$ cat src/pkg/dtxc_pkg.sv
// Package for the discontinuous transmission control block
package dtxc_pkg;
  // Wishbone register offsets (byte addresses)
  localparam logic [7:0] DTXC_REG_CTRL = 8'h00;
  localparam logic [7:0] DTXC_REG_STATUS = 8'h04;
  localparam logic [7:0] DTXC_REG_SCHED = 8'h08;
  // Control field positions
  localparam int DTXC_CTRL_DL_IND = 0;
  localparam int DTXC_CTRL_UL_IND = 1;
  localparam int DTXC_CTRL_C0 = 2;
  localparam int DTXC_CTRL_FILL = 3;
  localparam int DTXC_CTRL_MODE_LSB = 4;
  localparam int DTXC_CTRL_LOAD = 8;
  localparam logic [31:0] DTXC_CTRL_RESET = 32'h0000_0000;
  localparam logic [31:0] DTXC_SCHED_RESET = 32'h0000_0001;
  // Silence descriptor field value in uplink silence frames
  localparam logic [1:0] DTXC_SID_SILENCE = 2'h3;
  localparam logic [1:0] DTXC_SID_SPEECH = 2'h0;
  localparam logic [1:0] DTXC_SID_VALID = 2'h2;
  // All E1 bits of a radio link frame set
  localparam logic [3:0] DTXC_E1_ALL = 4'hf;
  localparam int DTXC_E1_WIDTH = 4;
  // Channel modes
  typedef enum logic [3:0] {
    DTXC_MODE_SIGNAL = 4'h0,
    DTXC_MODE_FS1_UNI = 4'h1,
    DTXC_MODE_FS2_UNI = 4'h2,
    DTXC_MODE_FS1_BI = 4'h3,
    DTXC_MODE_FS2_BI = 4'h4,
    DTXC_MODE_HS = 4'h5,
    DTXC_MODE_NT144_UNI = 4'h6,
    DTXC_MODE_NT96_UNI = 4'h7,
    DTXC_MODE_NT48_HR = 4'h8,
    DTXC_MODE_NT144_BI = 4'h9,
    DTXC_MODE_NT96_BI = 4'ha,
    DTXC_MODE_NT48_FR = 4'hb,
    DTXC_MODE_TRANSP = 4'hc
  } dtxc_mode_t;
  // Downlink silence state, Gray order
  typedef enum logic [1:0] {
    DTXC_ST_ACTIVE = 2'b00,
    DTXC_ST_SPEECH_SIL = 2'b01,
    DTXC_ST_DATA_IDLE = 2'b11
  } dtxc_state_t;
endpackage : dtxc_pkg

$ cat src/dtxc_top.sv
// Discontinuous transmission control: downlink gating and uplink marking
// Notes on behaviour
// Downlink gating enabled by activation or mode modify with indicator set
// Downlink gating applies to speech and 14.4/9.6 data; 4.8 data half rate only
// Other channel modes ignore the downlink indicator, transmit continuously
// Speech gating begins on a downlink frame carrying comfort noise
// Data gating begins on complete radio link frame with all E1 bits one
// Downlink gating on/off flag carried in frames to the transcoder
// Each downlink speech frame's descriptor code word decides speech or noise
// Descriptor frames at standard positions; stolen ones use alternative positions
// Transmitter off in silence except descriptor, signalling, C0, fill dummy bursts
// Idle detection frames are checked on E1 bits and not transmitted while downlink gating is active
// Idle data sends layer 2 fill frame on signalling in descriptor positions
// Transmitter off during idle data with the same exceptions as speech
// Uplink indicator ignored; uplink handling always ready
// Uplink handling for full rate both codecs and half rate speech
// Uplink data frames forwarded unchanged
// Each uplink speech frame gets comfort noise flag from its code word
// Uplink silence, full rate codec one: descriptor field set to three
// Uplink silence, full rate codec two: bad frame indicator set
// Uplink silence, half rate: bad frame indicator set
// Transmit gate decided per burst before burst start
module dtxc_top
  import dtxc_pkg::*;
(
  input wire logic i_sys_clk,
  input wire logic i_rst_n,
  // Wishbone slave
  input wire logic i_wb_cyc,
  input wire logic i_wb_stb,
  input wire logic i_wb_we,
  input wire logic [7:0] i_wb_adr,
  input wire logic [31:0] i_wb_dat,
  input wire logic [3:0] i_wb_sel,
  output logic o_wb_ack,
  output logic [31:0] o_wb_dat,
  // Downlink frames from the transcoder
  input wire logic i_dl_frame_valid,
  input wire logic i_dl_frame_is_data,
  input wire logic [1:0] i_dl_sid_code,
  input wire logic [3:0] i_dl_e1_bits,
  // Burst schedule from TDMA timing
  input wire logic i_burst_pre,
  input wire logic i_sid_position,
  input wire logic i_alt_sid_position,
  input wire logic i_sid_stolen,
  input wire logic i_facch_pending,
  // Downlink outputs
  output logic o_tx_gate,
  output logic o_tx_frame_drop,
  output logic o_send_fill_frame,
  output logic o_send_sid_frame,
  output logic o_downlink_silence_gating_indicator,
  // Uplink frames from the mobile
  input wire logic i_ul_frame_valid,
  input wire logic i_ul_frame_is_speech,
  input wire logic [1:0] i_ul_sid_code,
  input wire logic i_ul_bfi,
  output logic o_ul_frame_valid,
  output logic o_ul_comfort_noise,
  output logic [1:0] o_ul_sid_field,
  output logic o_ul_bfi
);

  // Registers
  logic [31:0] ctrl;
  logic [31:0] sched;
  logic dl_enabled;
  dtxc_mode_t mode;
  dtxc_state_t state;
  dtxc_state_t next_state;
  logic ul_silence;
  logic [31:0] next_rd;

  // Downlink gating is possible only in the supported mode set
  function automatic logic dtxc_dl_capable(input dtxc_mode_t m);
    dtxc_dl_capable = (m == DTXC_MODE_FS1_UNI) || (m == DTXC_MODE_FS2_UNI) ||
                      (m == DTXC_MODE_FS1_BI) || (m == DTXC_MODE_FS2_BI) ||
                      (m == DTXC_MODE_HS) || (m == DTXC_MODE_NT144_UNI) ||
                      (m == DTXC_MODE_NT96_UNI) || (m == DTXC_MODE_NT48_HR) ||
                      (m == DTXC_MODE_NT144_BI) || (m == DTXC_MODE_NT96_BI);
  endfunction

  // Modes whose uplink frames are speech
  function automatic logic dtxc_is_speech(input dtxc_mode_t m);
    dtxc_is_speech = (m == DTXC_MODE_FS1_UNI) || (m == DTXC_MODE_FS2_UNI) ||
                     (m == DTXC_MODE_FS1_BI) || (m == DTXC_MODE_FS2_BI) ||
                     (m == DTXC_MODE_HS);
  endfunction

  // Bus decode; writes land at the edge where the master sees ack
  wire bus_req = i_wb_cyc && i_wb_stb && !o_wb_ack;
  wire bus_done = i_wb_cyc && i_wb_stb && o_wb_ack && i_wb_we;
  wire wr_ctrl = bus_done && (i_wb_adr == DTXC_REG_CTRL) && i_wb_sel[0];
  wire wr_sched = bus_done && (i_wb_adr == DTXC_REG_SCHED) && i_wb_sel[0];
  wire load_msg = wr_ctrl && i_wb_dat[DTXC_CTRL_LOAD];
  wire [3:0] msg_mode = i_wb_dat[DTXC_CTRL_MODE_LSB +: 4];

  // Downlink frame classification
  wire active_dl = dl_enabled && dtxc_dl_capable(mode);
  wire dl_noise = i_dl_frame_valid && !i_dl_frame_is_data &&
                  (i_dl_sid_code == DTXC_SID_VALID);
  wire dl_speech = i_dl_frame_valid && !i_dl_frame_is_data && !dl_noise;
  wire dl_idle = i_dl_frame_valid && i_dl_frame_is_data &&
                 (i_dl_e1_bits == DTXC_E1_ALL);
  wire dl_busy = i_dl_frame_valid && i_dl_frame_is_data && !dl_idle;
  wire silent = (state != DTXC_ST_ACTIVE);
  // Stolen descriptor frames move to the alternative positions
  wire sid_slot = i_sid_stolen ? i_alt_sid_position : i_sid_position;
  // A slot sends only if permitted, so a sent frame never meets a dark transmitter
  wire sid_due = sid_slot && sched[0];
  wire keep_on = !silent || sid_due || i_facch_pending ||
                 ctrl[DTXC_CTRL_C0] || ctrl[DTXC_CTRL_FILL];

  // Uplink classification
  wire ul_speech = i_ul_frame_is_speech && dtxc_is_speech(mode);
  wire ul_noise = ul_speech && (i_ul_sid_code == DTXC_SID_VALID);
  wire ul_fs1 = (mode == DTXC_MODE_FS1_UNI) || (mode == DTXC_MODE_FS1_BI);

  // Read mux
  always_comb begin
    next_rd = 32'h0000_0000;
    case (i_wb_adr)
      DTXC_REG_CTRL: next_rd = ctrl;
      DTXC_REG_STATUS: next_rd = {26'h0, ul_silence, o_tx_gate, active_dl,
                                  dl_enabled, state};
      DTXC_REG_SCHED: next_rd = sched;
      default: next_rd = 32'h0000_0000;
    endcase
  end

  // Wishbone: one registered ack per request, a cycle after the strobe; unmapped reads as zero
  always_ff @(posedge i_sys_clk or negedge i_rst_n) begin
    if (!i_rst_n) begin
      o_wb_ack <= 1'b0;
      o_wb_dat <= 32'h0000_0000;
    end else begin
      o_wb_ack <= bus_req;
      if (bus_req) begin
        o_wb_dat <= next_rd;
      end
    end
  end

  // Control registers; the uplink indicator bit is stored but never used
  always_ff @(posedge i_sys_clk or negedge i_rst_n) begin
    if (!i_rst_n) begin
      ctrl <= DTXC_CTRL_RESET;
      sched <= DTXC_SCHED_RESET;
      dl_enabled <= 1'b0;
      mode <= DTXC_MODE_SIGNAL;
    end else begin
      if (wr_ctrl) begin
        ctrl <= {23'h0, 1'b0, i_wb_dat[7:0]};
      end
      if (wr_sched) begin
        sched <= i_wb_dat;
      end
      if (load_msg) begin
        mode <= dtxc_mode_t'(msg_mode);
        dl_enabled <= i_wb_dat[DTXC_CTRL_DL_IND];
      end
    end
  end

  // Downlink silence state
  always_comb begin
    next_state = state;
    case (state)
      DTXC_ST_ACTIVE: begin
        if (!active_dl) begin
          next_state = DTXC_ST_ACTIVE;
        end else if (dl_noise) begin
          next_state = DTXC_ST_SPEECH_SIL;
        end else if (dl_idle) begin
          next_state = DTXC_ST_DATA_IDLE;
        end
      end
      DTXC_ST_SPEECH_SIL: begin
        if (!active_dl || dl_speech) begin
          next_state = DTXC_ST_ACTIVE;
        end
      end
      DTXC_ST_DATA_IDLE: begin
        if (!active_dl || dl_busy) begin
          next_state = DTXC_ST_ACTIVE;
        end
      end
      default: next_state = DTXC_ST_ACTIVE;
    endcase
  end

  always_ff @(posedge i_sys_clk or negedge i_rst_n) begin
    if (!i_rst_n) begin
      state <= DTXC_ST_ACTIVE;
    end else begin
      state <= next_state;
    end
  end

  // Per burst decisions taken at the burst lead-in strobe
  always_ff @(posedge i_sys_clk or negedge i_rst_n) begin
    if (!i_rst_n) begin
      o_tx_gate <= 1'b1;
      o_send_fill_frame <= 1'b0;
      o_send_sid_frame <= 1'b0;
    end else if (i_burst_pre) begin
      o_tx_gate <= keep_on;
      o_send_sid_frame <= (state == DTXC_ST_SPEECH_SIL) && sid_due;
      o_send_fill_frame <= (state == DTXC_ST_DATA_IDLE) && sid_due;
    end
  end

  // Idle detection frames are dropped while downlink gating is active; flag reported to the transcoder
  always_ff @(posedge i_sys_clk or negedge i_rst_n) begin
    if (!i_rst_n) begin
      o_tx_frame_drop <= 1'b0;
      o_downlink_silence_gating_indicator <= 1'b0;
    end else begin
      o_tx_frame_drop <= dl_idle && active_dl;
      o_downlink_silence_gating_indicator <= active_dl;
    end
  end

  // Uplink marking; data passes unchanged
  always_ff @(posedge i_sys_clk or negedge i_rst_n) begin
    if (!i_rst_n) begin
      o_ul_frame_valid <= 1'b0;
      o_ul_comfort_noise <= 1'b0;
      o_ul_sid_field <= DTXC_SID_SPEECH;
      o_ul_bfi <= 1'b0;
      ul_silence <= 1'b0;
    end else begin
      o_ul_frame_valid <= i_ul_frame_valid;
      if (i_ul_frame_valid) begin
        o_ul_comfort_noise <= ul_noise;
        o_ul_sid_field <= i_ul_sid_code;
        o_ul_bfi <= i_ul_bfi;
        if (ul_speech) begin
          ul_silence <= ul_noise;
        end
        if (ul_speech && ul_silence && !ul_noise) begin
          // Silence filler frame after noise
          if (ul_fs1) begin
            o_ul_sid_field <= DTXC_SID_SILENCE;
          end else begin
            o_ul_bfi <= 1'b1;
          end
        end
      end
    end
  end

  // Gate follows the silence state at each burst decision
  property p_gate_on_active;
    @(posedge i_sys_clk) disable iff (!i_rst_n)
      (i_burst_pre && !silent) |=> o_tx_gate;
  endproperty
  a_gate_on_active: assert property (p_gate_on_active) else $error("gate off while active");

  property p_gate_off_silent;
    @(posedge i_sys_clk) disable iff (!i_rst_n)
      (i_burst_pre && silent && !sid_slot && !i_facch_pending && !ctrl[DTXC_CTRL_C0]
       && !ctrl[DTXC_CTRL_FILL]) |=> !o_tx_gate;
  endproperty
  a_gate_off_silent: assert property (p_gate_off_silent) else $error("gate on in silence");

  property p_unsupported;
    @(posedge i_sys_clk) disable iff (!i_rst_n)
      !dtxc_dl_capable(mode) |=> (state == DTXC_ST_ACTIVE);
  endproperty
  a_unsupported: assert property (p_unsupported) else $error("silence in bad mode");

  property p_noise_enters;
    @(posedge i_sys_clk) disable iff (!i_rst_n)
      (state == DTXC_ST_ACTIVE && active_dl && dl_noise) |=> (state == DTXC_ST_SPEECH_SIL);
  endproperty
  a_noise_enters: assert property (p_noise_enters) else $error("noise missed");

  property p_idle_enters;
    @(posedge i_sys_clk) disable iff (!i_rst_n)
      (state == DTXC_ST_ACTIVE && active_dl && dl_idle) |=> (state == DTXC_ST_DATA_IDLE);
  endproperty
  a_idle_enters: assert property (p_idle_enters) else $error("idle missed");

  property p_drop;
    @(posedge i_sys_clk) disable iff (!i_rst_n)
      (dl_idle && active_dl) |=> o_tx_frame_drop;
  endproperty
  a_drop: assert property (p_drop) else $error("idle frame not dropped");

  property p_flag;
    @(posedge i_sys_clk) disable iff (!i_rst_n)
      ##1 (o_downlink_silence_gating_indicator == $past(active_dl));
  endproperty
  a_flag: assert property (p_flag) else $error("flag mismatch");

  property p_ul_noise;
    @(posedge i_sys_clk) disable iff (!i_rst_n)
      (i_ul_frame_valid && ul_noise) |=> (o_ul_frame_valid && o_ul_comfort_noise);
  endproperty
  a_ul_noise: assert property (p_ul_noise) else $error("noise flag missing");

  property p_ul_data;
    @(posedge i_sys_clk) disable iff (!i_rst_n)
      (i_ul_frame_valid && !ul_speech) |=> (o_ul_bfi == $past(i_ul_bfi));
  endproperty
  a_ul_data: assert property (p_ul_data) else $error("data altered");

  property p_fill;
    @(posedge i_sys_clk) disable iff (!i_rst_n)
      (i_burst_pre && state == DTXC_ST_DATA_IDLE && sid_due) |=> o_send_fill_frame;
  endproperty
  a_fill: assert property (p_fill) else $error("fill frame missing");

  // Descriptor frame goes out with the transmitter on
  property p_sid_frame;
    @(posedge i_sys_clk) disable iff (!i_rst_n)
      (i_burst_pre && state == DTXC_ST_SPEECH_SIL && sid_due) |=>
      (o_send_sid_frame && o_tx_gate);
  endproperty
  a_sid_frame: assert property (p_sid_frame) else $error("descriptor frame missing");

  property p_quiet_active;
    @(posedge i_sys_clk) disable iff (!i_rst_n)
      (i_burst_pre && state == DTXC_ST_ACTIVE) |=> (!o_send_sid_frame && !o_send_fill_frame);
  endproperty
  a_quiet_active: assert property (p_quiet_active) else $error("filler while active");

  property p_facch_on;
    @(posedge i_sys_clk) disable iff (!i_rst_n)
      (i_burst_pre && i_facch_pending) |=> o_tx_gate;
  endproperty
  a_facch_on: assert property (p_facch_on) else $error("gate off for signalling");

  property p_dummy_on;
    @(posedge i_sys_clk) disable iff (!i_rst_n)
      (i_burst_pre && (ctrl[DTXC_CTRL_C0] || ctrl[DTXC_CTRL_FILL])) |=> o_tx_gate;
  endproperty
  a_dummy_on: assert property (p_dummy_on) else $error("gate off for dummy bursts");

  // Gate moves only at a burst decision
  property p_gate_hold;
    @(posedge i_sys_clk) disable iff (!i_rst_n)
      !i_burst_pre |=> $stable(o_tx_gate);
  endproperty
  a_gate_hold: assert property (p_gate_hold) else $error("gate moved mid burst");

  property p_speech_leaves;
    @(posedge i_sys_clk) disable iff (!i_rst_n)
      (state == DTXC_ST_SPEECH_SIL && dl_speech) |=> (state == DTXC_ST_ACTIVE);
  endproperty
  a_speech_leaves: assert property (p_speech_leaves) else $error("speech kept silent");

  property p_drop_pulse;
    @(posedge i_sys_clk) disable iff (!i_rst_n)
      !i_dl_frame_valid |=> !o_tx_frame_drop;
  endproperty
  a_drop_pulse: assert property (p_drop_pulse) else $error("drop without frame");

  property p_ul_valid;
    @(posedge i_sys_clk) disable iff (!i_rst_n)
      i_ul_frame_valid |=> o_ul_frame_valid;
  endproperty
  a_ul_valid: assert property (p_ul_valid) else $error("uplink frame lost");

  property p_ul_speech;
    @(posedge i_sys_clk) disable iff (!i_rst_n)
      (i_ul_frame_valid && ul_speech && !ul_noise) |=> !o_ul_comfort_noise;
  endproperty
  a_ul_speech: assert property (p_ul_speech) else $error("noise flag on speech");

  // Uplink silence filler marking per codec
  property p_ul_fs1_fill;
    @(posedge i_sys_clk) disable iff (!i_rst_n)
      (i_ul_frame_valid && ul_speech && ul_silence && !ul_noise && ul_fs1) |=>
      (o_ul_sid_field == DTXC_SID_SILENCE);
  endproperty
  a_ul_fs1_fill: assert property (p_ul_fs1_fill) else $error("filler field wrong");

  property p_ul_fs2_fill;
    @(posedge i_sys_clk) disable iff (!i_rst_n)
      (i_ul_frame_valid && ul_speech && ul_silence && !ul_noise &&
       (mode == DTXC_MODE_FS2_UNI || mode == DTXC_MODE_FS2_BI)) |=> o_ul_bfi;
  endproperty
  a_ul_fs2_fill: assert property (p_ul_fs2_fill) else $error("filler bfi missing");

  property p_ul_hs_fill;
    @(posedge i_sys_clk) disable iff (!i_rst_n)
      (i_ul_frame_valid && ul_speech && ul_silence && !ul_noise &&
       mode == DTXC_MODE_HS) |=> o_ul_bfi;
  endproperty
  a_ul_hs_fill: assert property (p_ul_hs_fill) else $error("half rate bfi missing");

endmodule // dtxc_top

$ cat config.mk
export PLATFORM = sky130hd
export DESIGN_NAME = dtxc_top
export DESIGN_NICKNAME = d
export VERILOG_FILES = /design/src/pkg/dtxc_pkg.sv /design/src/dtxc_top.sv
export SDC_FILE = /design/constraint.sdc
export NUM_CORES = 1
export LEC_CHECK = 0
export BUFFER_PORTS_ARGS = -buffer_cell sky130_fd_sc_hd__buf_2
export CAP_MARGIN = 0
export CORE_ASPECT_RATIO = 1.1
export CORE_UTILIZATION = 35
export DETAILED_ROUTE_END_ITERATION = 6
export SETUP_SLACK_MARGIN = 0.15
export SLEW_MARGIN = 30
export SYNTH_ARGS = -nofsm -noshare
export SYNTH_HDL_FRONTEND = slang
export SYNTH_SLANG_ARGS = --single-unit
$ cat constraint.sdc
create_clock -name i_sys_clk -period 4.5 [get_ports i_sys_clk]
set_clock_uncertainty 0.2 [all_clocks]
set_input_delay 0.225 -clock i_sys_clk [delete_from_list [all_inputs] [get_ports i_sys_clk]]
set_output_delay 0.225 -clock i_sys_clk [all_outputs]
set_load 0.02 [all_outputs]
==> results_dict.tcl <==
set metrics [dict create \
    ir_worst_vdd_v 0.000200 \
    fin_setup_tns_ps 0 \
    start_util 0.358 \
    r2r_start "o_wb_ack" \
    drt_iter0_markers 103 \
    power_switching_uw 365 \
    antenna_found_initial 1 \
    num_vias 2760 \
    cts_tree "built" \
    hp-start "i_dl_e1_bits[0]" \
    clkTransAtPathRegs_ps 60 \
    setup_viol 0 \
    core_area_mm2 0.0103 \
    min_period_ps 2400 \
    grt_usage 0.166 \
    dpl.cell_count 517 \
    synth_top_area_cell "dfrtp_1" \
    clock_sinks 91 \
    path_max_fanout 23 \
    synthArstFlopShare 1.00 \
    io_buffers 106 \
    synthFlopType "dfrtp_1" \
    grt_pass1_wl_um 13900 \
    p_int_mw 1.42 \
    finalHoldViolCount 0 \
    final.period_utilization 0.533 \
    route.detailed.wl_per_inst_um 14.6 \
    tightest_slew_ps 801 \
    path_class "in -> reg" \
    pin_count 110 \
    synth_top_area_share 0.601 \
    htreeDepth 3 \
    required_ps 4520 \
    crit_path_start "i_wb_adr[2]" \
    drv_slew 0 \
    vias_per_cell 4.80 \
    clock_latency_ps 330 \
    postRouteWirelength_um 8400 \
    crit_path_end_kind "flip-flop" \
    synthesis.area_mm2 0.00371 \
    synth_edf_count 0 \
    fmax_mhz 417 \
    post-dp-hpwl_um 5560 \
    dr.pass1.iters 4 \
    stdcell_count 575 \
    cap_viol_max_count 0 \
    ys_seq_area_frac 0.615 \
    synth_cells 280 \
    num_rows 39 \
    die_h_um 110 \
    syn_area_per_cell_um2 13.2 \
    nets 493 \
    grt_pass1_vias 2799 \
    grt_max_degree 56 \
    synth.distinct_cells 37 \
    rsz0062_at_grt "false" \
    startpoint_type "input port" \
    slew_headroom 0.466 \
    p_seq_frac 0.463 \
    drc 0 \
    clkPwrFrac 0.475 \
    gp_congestion 0.742 \
    ctsRootBufferMaster "clkbuf_16" \
    fill_cells 956 \
    drive_above_1_share 0.408 \
    area_growth_pct 37.9 \
    synthTopCellsByArea "dfrtp_1 (60%), mux2_2 (12%), a22o_1 (5.9%)" \
    leakagePower_nw 2.65 \
    clock_path_buffers 2 \
    power.density_mw_per_mm2 349 \
    ys_seq_elements 91 \
    worstPathArrival_ps 2420 \
    die-area_mm2 0.0110 \
    combPwrFrac 0.062 \
    syn-num-nets 347 \
    status "finished, final reports clean" \
    swShare 0.205 \
    die_width_um 100 \
    grt.overflow.total 0 \
    numCtsBuffers 9 \
    antenna_left 0 \
    hold_path.class "in -> reg" \
    yosys_warnings 0 \
]
## sequential cells by signal, summed over array words and instances, names as in the netlist
| name | flops |
|---|---|
| o_wb_dat | 32 |
| ul_silence | 1 |
| o_downlink_silence_gating_indicator | 1 |
| sched | 32 |
| o_ul_comfort_noise | 1 |
| o_send_sid_frame | 1 |
| o_ul_frame_valid | 1 |
| mode | 4 |
| o_ul_sid_field | 2 |
| o_send_fill_frame | 1 |
| o_tx_gate | 1 |
| o_tx_frame_drop | 1 |
| o_ul_bfi | 1 |
| o_wb_ack | 1 |
| state | 2 |
| ctrl | 8 |
| dl_enabled | 1 |
## stage by stage
stage | setup WS, ps | hold WS [ps] | power (mW) | util | cell area (um^2)
after detailed placement | 1700 | 10.0 | 0.925 | 0.421 | 4360
after floorplan | 2380 | -271 | 0.868 | - | 3710
after global routing | 1970 | 66.8 | 1.86 | 0.494 | 5110
final | 2100 | 32.2 | 1.78 | 0.494 | 5110
after global placement | 1790 | 12.8 | 0.923 | 0.421 | 4350
after CTS | 2050 | 34.8 | 1.81 | 0.494 | 5110
## cell usage after synthesis (2+ instances only)
library cell / n
clkbuf_1: 6
nor3_1: 3
buf_6: 4
nand2_1: 15
mux2i_1: 9
nand2b_1: 3
or2_2: 2
nand3b_1: 2
nand4_1: 2
a21oi_1: 11
a2111oi_0: 2
mux2_4: 5
o41ai_1: 3
o21ai_0: 10
dfrtp_1: 89
a22o_1: 25
o22ai_1: 2
mux2_2: 40
nor2_1: 16
nand3_1: 4
dfstp_2: 2
buf_2: 3
inv_1: 8
## power groups by stage
stage | Sequential (mW) | Clock, mW | Combinational, mW
floorplan | 0.845 | 0 | 0.0227
global placement | 0.840 | 0 | 0.0826
detailed placement | 0.841 | 0 | 0.0840
CTS | 0.825 | 0.874 | 0.113
global route | 0.825 | 0.909 | 0.124
finish | 0.826 | 0.848 | 0.111
## layer usage
metal,global-route usage,part of all wire
met1,0.221,0.46
met2,0.261,0.46
met3,0.0477,0.061
met4,0.0528,0.010
met5,0,0
## area by class of cell
class | instances | area [um^2] | share of cell area
repair buffers | 149 | 958 | 0.187
clock inverters | 7 | 116 | 0.0228
well taps | 143 | 179 | 0.0350
clock buffers | 9 | 225 | 0.0440
flip-flops and latches | 91 | 2280 | 0.446
inverters | 8 | 30.0 | 0.00587
multi-input cells | 167 | 1320 | 0.259
diodes | 1 | 2.50 | 0.000489
## worst max-delay path, cell delays in order
cell and delay [ps]:
buf_2 200, and2b_2 320, nand4_1 260, nor3b_4 580, buf_4 420, mux2_2 380
## path summary, 6_finish.rpt
check	to	slack [ps]	cells after the start
min	o_tx_frame_drop	30	3
max	sched[31]	2100	6
min in group asynchronous	ctrl[4]	210	2
max reg2reg	sched[31]	2270	4
max in group asynchronous	sched[8]	2840	3
min reg2reg	o_wb_dat[6]	280	2
## what timing repair did
action                    in CTS  in global routing
gates resized for setup        0                  0
setup buffers                  0                  0
hold endpoints to repair      91                  0
hold buffers                  41                  0
## cells by family after synthesis
| logic type | share of synthesized area |
|---|---|
| compound gates | 0.111 |
| buf+inv | 0.0324 |
| mux | 0.166 |
| flops | 0.615 |
| simple gates | 0.0759 |
## cells in the final DEF (no fill, tap or decap), types with 10 or more instances in the layout
cell             n
buf_2          105
dfrtp_1         89
dlygate4sd3_1   41
mux2_2          40
a22o_1          25
nand2_1         15
nor2_1          15
a21oi_1         11
o21ai_0         10
Power figures use the tool's default switching activity.
